## src/cod_pkg.sv

```systemverilog
package cod_pkg;

   // Operation classes reported with each decoded opcode.
   typedef enum logic [2:0] {
      COD_CLS_MISC,
      COD_CLS_ARITH,
      COD_CLS_LOGIC,
      COD_CLS_XFER,
      COD_CLS_BOOL,
      COD_CLS_BRANCH
   } cod_cls_t;

   // Instruction lengths in bytes.
   localparam logic [1:0] COD_LEN1 = 2'h1;
   localparam logic [1:0] COD_LEN2 = 2'h2;
   localparam logic [1:0] COD_LEN3 = 2'h3;

   // Execution times in system clock cycles.
   localparam logic [3:0] COD_CYC2 = 4'h2;
   localparam logic [3:0] COD_CYC4 = 4'h4;
   localparam logic [3:0] COD_CYC8 = 4'h8;

   // Field positions inside an opcode byte.
   localparam int COD_REG_LSB  = 0;
   localparam int COD_PAGE_LSB = 5;

   // Values after reset.
   localparam logic [7:0] COD_OPC_RST  = 8'h00;
   localparam logic [3:0] COD_CNT_RST  = 4'h0;

endpackage

```

## src/cod_table.sv

```systemverilog
`timescale 1ns/10ps
`default_nettype none

// Pure lookup of length, cycle count and class for one opcode.
module cod_table
(
   // Opcode under decode.
   input  wire logic [7:0]        opc,
   // Decoded attributes.
   output logic [1:0]             len,
   output logic [3:0]             cyc,
   output cod_pkg::cod_cls_t      cls
);

   // Lower nibble and upper nibble split out for the grouped decode.
   logic [3:0] hi;
   logic [3:0] lo;
   assign hi = opc[7:4];
   assign lo = opc[3:0];

   // Main decode; every opcode yields a defined answer.
   always_comb
   begin
      len = cod_pkg::COD_LEN1;
      cyc = cod_pkg::COD_CYC2;
      cls = cod_pkg::COD_CLS_MISC;
      if (lo == 4'h1)
      begin
         // Absolute jump on even upper bit four, call on odd.
         len = cod_pkg::COD_LEN2;
         cyc = cod_pkg::COD_CYC4;
         cls = cod_pkg::COD_CLS_BRANCH;
      end
      else if (lo >= 4'h4 && opc != 8'ha4 && opc != 8'h84 &&
               opc != 8'hc4 && opc != 8'hd4 && opc != 8'he4 &&
               opc != 8'hf4 && opc != 8'ha5 && opc != 8'hb4 &&
               opc != 8'hb5 && opc != 8'hd5 && opc != 8'h85)
      begin
         // Regular operand-mode columns: 4 imm/A, 5 dir, 6-7 @Ri, 8-F Rn.
         len = (lo == 4'h4 || lo == 4'h5) ? cod_pkg::COD_LEN2
                                          : cod_pkg::COD_LEN1;
         cyc = cod_pkg::COD_CYC2;
         case (hi)
            4'h0, 4'h1:
            begin
               cls = cod_pkg::COD_CLS_ARITH;
               if (lo == 4'h4)
                  len = cod_pkg::COD_LEN1;
            end
            4'h2, 4'h3, 4'h9:
               cls = cod_pkg::COD_CLS_ARITH;
            4'h4, 4'h5, 4'h6:
               cls = cod_pkg::COD_CLS_LOGIC;
            4'h7:
            begin
               // Immediate moves to A, direct, @Ri and Rn.
               cls = cod_pkg::COD_CLS_XFER;
               if (lo == 4'h5)
               begin
                  len = cod_pkg::COD_LEN3;
                  cyc = cod_pkg::COD_CYC4;
               end
               else if (lo != 4'h4)
                  len = cod_pkg::COD_LEN2;
            end
            4'h8, 4'ha:
            begin
               // Moves between direct and register/indirect memory.
               cls = cod_pkg::COD_CLS_XFER;
               cyc = cod_pkg::COD_CYC4;
               len = cod_pkg::COD_LEN2;
            end
            4'hb:
            begin
               // Compare and branch on register or indirect operand.
               cls = cod_pkg::COD_CLS_BRANCH;
               cyc = cod_pkg::COD_CYC4;
               len = cod_pkg::COD_LEN3;
            end
            4'hc, 4'he, 4'hf:
               cls = cod_pkg::COD_CLS_XFER;
            4'hd:
            begin
               if (lo >= 4'h8)
               begin
                  cls = cod_pkg::COD_CLS_BRANCH;
                  cyc = cod_pkg::COD_CYC4;
                  len = cod_pkg::COD_LEN2;
               end
               else
                  cls = cod_pkg::COD_CLS_XFER;
            end
            default:
               cls = cod_pkg::COD_CLS_MISC;
         endcase
      end
      else
      begin
         // Irregular opcodes listed one by one.
         case (opc)
            8'h00, 8'ha5:
               cls = cod_pkg::COD_CLS_MISC;
            8'ha3:
            begin
               cyc = cod_pkg::COD_CYC4;
               cls = cod_pkg::COD_CLS_ARITH;
            end
            8'ha4, 8'h84:
            begin
               cyc = cod_pkg::COD_CYC8;
               cls = cod_pkg::COD_CLS_ARITH;
            end
            8'hd4:
               cls = cod_pkg::COD_CLS_ARITH;
            8'h52, 8'h42, 8'h62:
            begin
               len = cod_pkg::COD_LEN2;
               cls = cod_pkg::COD_CLS_LOGIC;
            end
            8'h53, 8'h43, 8'h63:
            begin
               len = cod_pkg::COD_LEN3;
               cyc = cod_pkg::COD_CYC4;
               cls = cod_pkg::COD_CLS_LOGIC;
            end
            8'he4, 8'hf4, 8'hc4, 8'h23, 8'h33, 8'h03, 8'h13:
               cls = cod_pkg::COD_CLS_LOGIC;
            8'h85:
            begin
               len = cod_pkg::COD_LEN3;
               cyc = cod_pkg::COD_CYC4;
               cls = cod_pkg::COD_CLS_XFER;
            end
            8'h90:
            begin
               len = cod_pkg::COD_LEN3;
               cyc = cod_pkg::COD_CYC4;
               cls = cod_pkg::COD_CLS_XFER;
            end
            8'h93, 8'h83, 8'he0, 8'hf0, 8'he2, 8'he3, 8'hf2, 8'hf3:
            begin
               cyc = cod_pkg::COD_CYC4;
               cls = cod_pkg::COD_CLS_XFER;
            end
            8'hc0, 8'hd0:
            begin
               len = cod_pkg::COD_LEN2;
               cyc = cod_pkg::COD_CYC4;
               cls = cod_pkg::COD_CLS_XFER;
            end
            8'hc3, 8'hd3, 8'hb3:
               cls = cod_pkg::COD_CLS_BOOL;
            8'hc2, 8'hd2, 8'hb2, 8'ha2:
            begin
               len = cod_pkg::COD_LEN2;
               cls = cod_pkg::COD_CLS_BOOL;
            end
            8'h82, 8'hb0, 8'h72, 8'ha0, 8'h92:
            begin
               len = cod_pkg::COD_LEN2;
               cyc = cod_pkg::COD_CYC4;
               cls = cod_pkg::COD_CLS_BOOL;
            end
            8'h12, 8'h02, 8'hb4, 8'hb5, 8'hd5, 8'h20, 8'h30, 8'h10:
            begin
               len = cod_pkg::COD_LEN3;
               cyc = cod_pkg::COD_CYC4;
               cls = cod_pkg::COD_CLS_BRANCH;
            end
            8'h22, 8'h32, 8'h73:
            begin
               cyc = cod_pkg::COD_CYC4;
               cls = cod_pkg::COD_CLS_BRANCH;
            end
            8'h80, 8'h40, 8'h50, 8'h60, 8'h70:
            begin
               len = cod_pkg::COD_LEN2;
               cyc = cod_pkg::COD_CYC4;
               cls = cod_pkg::COD_CLS_BRANCH;
            end
            default:
               cls = cod_pkg::COD_CLS_MISC;
         endcase
      end
   end

endmodule

`default_nettype wire

```

## src/cod_cycle_cnt.sv

```systemverilog
`timescale 1ns/10ps
`default_nettype none

// Down counter that holds an instruction for its cycle count.
module cod_cycle_cnt
#(
   parameter int W = 4
)
(
   // Clock and reset.
   input  wire logic          ref_clk,
   input  wire logic          rstn,
   // Load of a new count.
   input  wire logic          load,
   input  wire logic [W-1:0]  val,
   // Remaining cycles, zero when idle.
   output logic [W-1:0]       cnt_q
);

   // Refuse widths too narrow for the longest instruction at elaboration,
   // so a bad width never reaches a run.
   if (W < 4)
   begin : g_bad_width
      $error("cod_cycle_cnt: width too small");
   end

   // Load wins over the running count; count stops at zero.
   always_ff @(posedge ref_clk)
   begin
      if (!rstn)
         cnt_q <= W'(cod_pkg::COD_CNT_RST);
      else if (load)
         cnt_q <= val;
      else if (cnt_q != '0)
         cnt_q <= cnt_q - W'(1);
   end

endmodule

`default_nettype wire

```

## src/cod_decode.sv

```systemverilog
`timescale 1ns/10ps
`default_nettype none

// Decoder front end: accepts an opcode when idle, reports its attributes
// in registers and holds busy for exactly the instruction's cycle count.
module cod_decode
(
   // Clock and reset.
   input  wire logic                 ref_clk,
   input  wire logic                 rstn,
   // Opcode offered by the fetch unit.
   input  wire logic                 opc_valid,
   input  wire logic [7:0]           opc,
   // Decoded instruction; take and done are one-cycle pulses, the attributes are held for the whole execution.
   output logic                      opc_taken_q,
   output logic                      busy_q,
   output logic                      done_q,
   output logic [7:0]                opc_q,
   output logic [1:0]                len_q,
   output logic [3:0]                cyc_q,
   output cod_pkg::cod_cls_t         cls_q,
   output logic [2:0]                reg_idx_q,
   output logic                      reg_grp_q,
   output logic [2:0]                page_q,
   output logic                      abs_call_q,
   output logic                      abs_jump_q
);

   // Combinational attributes of the offered opcode.
   logic [1:0]        len_d;
   logic [3:0]        cyc_d;
   cod_pkg::cod_cls_t cls_d;
   logic              take;
   logic [3:0]        cnt;

   // Execution states.
   typedef enum logic [0:0] {
      COD_IDLE,
      COD_RUN
   } cod_st_t;
   cod_st_t st_q;

   // Lookup table shared by all opcodes.
   cod_table u_table
   (
      .opc (opc),
      .len (len_d),
      .cyc (cyc_d),
      .cls (cls_d)
   );

   // An opcode is taken when idle, or on the last cycle of the current one,
   // so back-to-back instructions run with no gap.
   assign take = opc_valid && (st_q == COD_IDLE || cnt == 4'h1);

   // Remaining-cycle counter, loaded with the full count on take.
   cod_cycle_cnt #(.W(4)) u_cnt
   (
      .ref_clk (ref_clk),
      .rstn    (rstn),
      .load    (take),
      .val     (cyc_d),
      .cnt_q   (cnt)
   );

   // State: running while the counter has cycles left.
   always_ff @(posedge ref_clk)
   begin
      if (!rstn)
         st_q <= COD_IDLE;
      else
      begin
         case (st_q)
            COD_IDLE:
               if (take)
                  st_q <= COD_RUN;
            COD_RUN:
               if (cnt == 4'h1 && !take)
                  st_q <= COD_IDLE;
            default:
               st_q <= COD_IDLE;
         endcase
      end
   end

   // Busy mirrors the run state; done pulses as the last cycle ends.
   always_ff @(posedge ref_clk)
   begin
      if (!rstn)
      begin
         busy_q      <= 1'b0;
         done_q      <= 1'b0;
         opc_taken_q <= 1'b0;
      end
      else
      begin
         busy_q      <= take || (st_q == COD_RUN && cnt != 4'h1);
         done_q      <= st_q == COD_RUN && cnt == 4'h1;
         opc_taken_q <= take;
      end
   end

   // Attribute registers, captured once per taken opcode.
   always_ff @(posedge ref_clk)
   begin
      if (!rstn)
      begin
         opc_q <= cod_pkg::COD_OPC_RST;
         len_q <= cod_pkg::COD_LEN1;
         cyc_q <= cod_pkg::COD_CYC2;
         cls_q <= cod_pkg::COD_CLS_MISC;
      end
      else if (take)
      begin
         opc_q <= opc;
         len_q <= len_d;
         cyc_q <= cyc_d;
         cls_q <= cls_d;
      end
   end

   // Working register select for the eight-wide groups (column 8-F).
   always_ff @(posedge ref_clk)
   begin
      if (!rstn)
      begin
         reg_idx_q <= 3'h0;
         reg_grp_q <= 1'b0;
      end
      else if (take)
      begin
         reg_idx_q <= opc[cod_pkg::COD_REG_LSB +: 3];
         // Bit three marks the eight-wide register column.
         reg_grp_q <= opc[3];
      end
   end

   // Absolute jumps and calls carry target bits 10..8 in the opcode.
   always_ff @(posedge ref_clk)
   begin
      if (!rstn)
      begin
         page_q     <= 3'h0;
         abs_call_q <= 1'b0;
         abs_jump_q <= 1'b0;
      end
      else if (take)
      begin
         page_q     <= opc[cod_pkg::COD_PAGE_LSB +: 3];
         abs_call_q <= opc[3:0] == 4'h1 && opc[4];
         abs_jump_q <= opc[3:0] == 4'h1 && !opc[4];
      end
   end

endmodule

`default_nettype wire

```

## config.mk

```make
export PLATFORM = sky130hd
export DESIGN_NAME = cod_decode
export DESIGN_NICKNAME = d
export VERILOG_FILES = /design/src/cod_pkg.sv /design/src/cod_table.sv /design/src/cod_cycle_cnt.sv /design/src/cod_decode.sv
export SDC_FILE = /design/constraint.sdc
export NUM_CORES = 1
export LEC_CHECK = 0
export ABC_AREA = 1
export BUFFER_PORTS_ARGS = -buffer_cell sky130_fd_sc_hd__buf_2
export CELL_PAD_IN_SITES_DETAIL_PLACEMENT = 0
export CELL_PAD_IN_SITES_GLOBAL_PLACEMENT = 2
export CORE_ASPECT_RATIO = 1.1
export CORE_MARGIN = 2
export CORE_UTILIZATION = 31
export DETAILED_ROUTE_END_ITERATION = 10
export GPL_TIMING_DRIVEN = 1
export PLACE_DENSITY_LB_ADDON = 0.08
export SLEW_MARGIN = 15
export SYNTH_ARGS = -nofsm -noshare
export SYNTH_HDL_FRONTEND = slang
export SYNTH_SLANG_ARGS = --single-unit
```

## constraint.sdc

```tcl
create_clock -name ref_clk -period 2.3 [get_ports ref_clk]
set_clock_uncertainty 0.05 [all_clocks]
set_input_delay 0.115 -clock ref_clk [delete_from_list [all_inputs] [get_ports ref_clk]]
set_output_delay 0.115 -clock ref_clk [all_outputs]
set_load 0.01 [all_outputs]
```

=== After elaboration in Yosys (flattened, before gate mapping) ===
Cells that the tools add are included.

* Flip-flop bits (word level): 34
* Bits of input ports: 11

* Bitwise gates (word level): 1
* Mux-type cells: 25
* Add/subtract/negate cells: 1
* Reductions and logical operators: 40
* Eq/ne operators: 89
* Magnitude comparators: 2

{| class="wikitable"
|+ Operators with widths
! operator !! number
|-
| == test 8 bit (second input constant) || 34
|-
| == test 8 x 7 -> 1 bit (second input constant) || 12
|-
| != test 8 bit (second input constant) || 11
|-
| == test 8 x 6 -> 1 bit (second input constant) || 6
|-
| OR reduction 37 bit || 1
|-
| == test 4 bit (second input constant) || 8
|-
| one-hot mux 3 bit (5 select lines) || 2
|-
| OR reduction 13 bit || 2
|-
| == test 4 x 3 -> 1 bit (second input constant) || 6
|-
| == test 8 x 5 -> 1 bit (second input constant) || 3
|-
| OR reduction 12 bit || 2
|-
| OR reduction 19 bit || 1
|-
| logical AND 1 bit || 17
|-
| == test 8 x 2 -> 1 bit (second input constant) || 2
|-
| 2-to-1 mux 4 bit || 4
|-
| OR reduction 16 bit || 1
|-
| 2-to-1 mux 3 bit || 5
|-
| 2-to-1 mux 2 bit || 7
|-
| == test 4 x 1 -> 1 bit (second input constant) || 3
|-
| one-hot mux 4 bit (3 select lines) || 1
|-
| one-hot mux 2 bit (5 select lines) || 1
|-
| == test 4 x 2 -> 1 bit (second input constant) || 2
|-
| one-hot mux 4 bit (2 select lines) || 1
|-
| OR reduction 2 bit || 3
|-
| 18 further kinds || 23
|}

=== Depth between registers and ports, before layout ===
* Depth in word-level cells: 15
* Gate-level depth with buffers: 13
* Depth with buffers taken out: 12

=== Cells and area by module ===
From an unflattened synthesis, not the netlist that was laid out.

* Cell total of the unflattened synthesis: 318
* Area, all modules: 1965.6 um^2

{| class="wikitable"
|+ By module, submodules not included
! module !! area each (um^2) !! times used !! sequential area each (um^2) !! cells an instance
|-
| cod_decode || 948.4 || 1 || 460.4 || 112
|-
| cod_table || 760.7 || 1 || 0.0 || 165
|-
| cod_cycle_cnt || 256.5 || 1 || 80.1 || 41
|}

=== Worst setup path before layout ===
OpenSTA, ideal clock, no wires.

* Path type: register to register
* Start point: register u_cnt.cnt_q[1]
* End point: register u_cnt.cnt_q[1]
* Cell stages (with the launch flop): 11
* Library setup time: 119 ps
* Arrival: 1322 ps
* Setup slack: 809 ps
* Period minus slack after synthesis: 1491 ps
* Required time: 2131 ps
* Path through: dfxtp_1 > inv_1 > ha_1 > nand2_1 > nand2_1 > nand2_1 > inv_1 > nor2_1 > inv_1 > o21ai_0 > a21oi_1

* Cells in the longest elaborated chain, start to end: 4
* Elaborated cells on any way between the ends: 8

{| class="wikitable"
|+ Ends and longest elaborated chain
! element !! line !! text
|-
| start, declared || cod_cycle_cnt.sv:17 || <nowiki>output logic [W-1:0] cnt_q</nowiki>
|-
| start signal, assigned || cod_cycle_cnt.sv:31 || <nowiki>cnt_q <= W'(cod_pkg::COD_CNT_RST);</nowiki>
|-
| start signal, assigned || cod_cycle_cnt.sv:33 || <nowiki>cnt_q <= val;</nowiki>
|-
| start signal, assigned || cod_cycle_cnt.sv:35 || <nowiki>cnt_q <= cnt_q - W'(1);</nowiki>
|-
| parallel branches: the longest is 4 deep, another holds subtractor 4 x 1 -> 4 bit || - ||
|}

Parallel ways; which one is timed is not known. The select of a mux whose other input is x is not followed.
A chain may end at the register's enable or synchronous reset.

=== Worst setup path in the final report ===
* Start point: register u_cnt.cnt_q[1]
* End point: register cls_q[0]

* Cells in the longest elaborated chain, start to end: 3

{| class="wikitable"
|+ Ends and longest elaborated chain
! element !! line !! text
|-
| == test 4 x 1 -> 1 bit || cod_decode.sv:54 || <nowiki>assign take = opc_valid && (st_q == COD_IDLE || cnt == 4'h1);</nowiki>
|-
| logical OR 1 bit || cod_decode.sv:54 ||
|-
| logical AND 1 bit || cod_decode.sv:54 ||
|-
| end signal, assigned || cod_decode.sv:111 || <nowiki>cls_q <= cod_pkg::COD_CLS_MISC;</nowiki>
|-
| end signal, assigned || cod_decode.sv:118 || <nowiki>cls_q <= cls_d;</nowiki>
|-
| end, declared || cod_decode.sv:21 || <nowiki>output cod_pkg::cod_cls_t cls_q,</nowiki>
|}

Every way passes these cells.

==> impl_metrics.toml <==
[worst_setup_path]
critical_path.startpoint_type = "flip-flop"
endpoint_kind = "flip-flop"
critPathMaxStageDelay_ps = 330
worstSetupPathType = "flip-flop to flip-flop"
crit_required_ps = 2420
arrival_ps = 1830
worstReg2RegStart = "u_cnt.cnt_q[1]"
cp_max_fo = 5
timing.critical_path.mode_cell = "nand2_1"
startpoint = "u_cnt.cnt_q[1]"
worst_path_max_delay_cell = "dfxtp_1"
crit_path_cell_trace = "inv_1 > ha_1 > nand2_1 > nand2_1 > nand2_1 > nor2_1 > o21ai_1 > nor3_1 > nor2_1"

[route]
antenna_left = 0
wl_um = 5453
drc = 0
drtIter0Drc = 80
firstDrtPassIters = 4
vias = 1881
avgRoutedWirePerCell_um = 13.70
vias_per_cell = 4.726

[layout]
syn_to_final_growth_pct = 14.96
diodes = 0
final_layout_size_suffix_gt1_share_pct = 27.73
finalNetCount = 336
fillers = 683
final_common_cell = "nand2_1"
layout_common_cells = "nand2_1, buf_2, nor2_1"

[global_routing]
overflow = 0
grt_max_degree = 23
grt_pass1_wl_um = 9163
antenna_found_initial = 0
grt_pass1_vias = 1852
globalRouteTotalUtil_pct = 17.39

[logic_synthesis]
synth_nets = 306
avgSynthCellArea_sq_um = 6.389
synthTopCellsByArea = "dfxtp_1, nand2_1, a21oi_1"
yosysUniqueCellTypes = 33
syn_inst = 292
ys_warn_count = 0
synth-seq-cells = 26
yosysTopAreaCell = "dfxtp_1"
netlist_area_sq_mm = 0.001866
yosysTopAreaCellShare_pct = 27.90
seq_area_frac_synth_pct = 27.90

[power_and_ir_drop]
ir_worst_vdd_mv = 0.2618
powerDensity_mw_per_mm2 = 672.3
power.leakage_nw = 1.056
p_total_mw = 1.442

[clocking]
cts-resized-gates = 0
htree_levels = 1
clock-sinks = 26
cts_made_buffers = 3
postCtsSetupBuffers = 0
hold_buffers = 0
clock_latency_ps = 270
cts_root_buf = "clkbuf_8"
cts_max_path_buffers = 2
cts_tree = "built"
clk_pin_slew_worst_paths_ps = 100

[hold_path]
hold_start = "opc_valid"
hold_class = "input pin to flip-flop"

[timing]
setup_viol = 0
hold_violations = 0
timing.fmax_mhz = 582.2
fin_crit_ps = 1718
rsz0062_at_grt = "no"
setup-tns-final_ps = 0
period_share_pct = 74.68
final-max-slew-violation-count = 0

[floorplanning]
die_area_sq_mm = 0.006655
rows = 29
initial_core_util_pct = 32.13
fp.coreArea_sq_mm = 0.005806
die_y_um = 85.36
io-pin-count = 40
die_x_um = 77.97

[status]
outcome = "finished clean"

[placement]
place_congestion = 0.8793
dp_hpwl_um = 4539
port-buffer-count = 38

[flow_run]
max_cap_viol_count = 0
==> sequential cells by signal, indices dropped and copies added, names as in the netlist <==
name / count
opc_taken_q: 1
abs_jump_q: 1
len_q: 2
u_cnt.cnt_q: 4
cyc_q: 3
busy_q: 1
cls_q: 3
st_q: 1
abs_call_q: 1
opc_q: 8
done_q: 1
==> final timing paths <==
path	slack [ps]	end	cells past startpoint
worst max-delay path	580	cls_q[0]	9
worst min-delay path	60	busy_q	3
worst max register to register	580	cls_q[0]	9
worst min register to register	390	done_q	2
==> metal layers <==
layer  GRT usage (%)  vias up  share of wire (%)
met5               0        -                  0
met4           5.104        0                1.6
met3           2.021        8                2.3
met2           33.70       36                 52
met1           19.71      848                 44
li1                -      989                  -
==> metrics by stage <==
step           setup slack [ps]  utilization (%)  hold WS, ps  area (sq um)  std cells
2_1_floorplan             808.9                -        203.4          1866        292
3_3_place_gp              589.8            35.71        350.8          2073        394
3_5_place_dp              603.0            35.71        348.0          2073        394
4_1_cts                   563.9            36.94        59.72          2145        398
5_1_grt                   278.0            36.94        67.08          2145        398
6_report                  582.4            36.94        59.01          2145        398
==> report_power, final <==
| group | internal (mW) | leakage (nW) | switching, mW |
|---|---|---|---|
| combinational | 0.178 | 0.806 | 0.312 |
| sequential | 0.524 | 0.214 | 0.0438 |
| clock | 0.233 | 0.0357 | 0.152 |
| total | 0.934 | 1.06 | 0.507 |
==> cell usage after synthesis, drive strengths merged <==
cell	count
nand2	89
nor2	47
a21oi	26
dfxtp	26
inv	26
o21ai	21
nand3	19
buf	11
nor3	6
clkbuf	4
ha	3
nand4	3
nand3b	2
a211oi	1
a31oi	1
and2	1
conb	1
o211ai	1
o21a	1
o31ai	1
or2	1
xor2	1
==> critical path: cells and delay by family (launching register included) <==
kind	cells	cell delay, ps
compound gates	1	130
fa+ha+maj	1	150
buf+inv	1	90
flops	1	330
simple gates	6	860
==> cell families after synthesis <==
logic type      count (synthesis)  share of synthesized area (%)
flops                          26                          27.90
other cells                     1                         0.2010
buf+inv                        41                          10.26
xor+xnor                        1                         0.4696
compound gates                 52                          14.96
simple gates                  168                          44.20
fa+ha+maj                       3                          2.012
==> cell type report <==
class | count | area, sq um | area share (%)
multi-input combinational | 225 | 1154 | 53.79
clock inverter | 1 | 30.03 | 1.400
clock buffer | 3 | 41.29 | 1.925
sequential | 26 | 520.5 | 24.27
timing repair buffer | 40 | 205.2 | 9.568
tap | 77 | 96.34 | 4.492
inverter | 26 | 97.59 | 4.551
No activity file was read; power rests on OpenSTA's default activity.
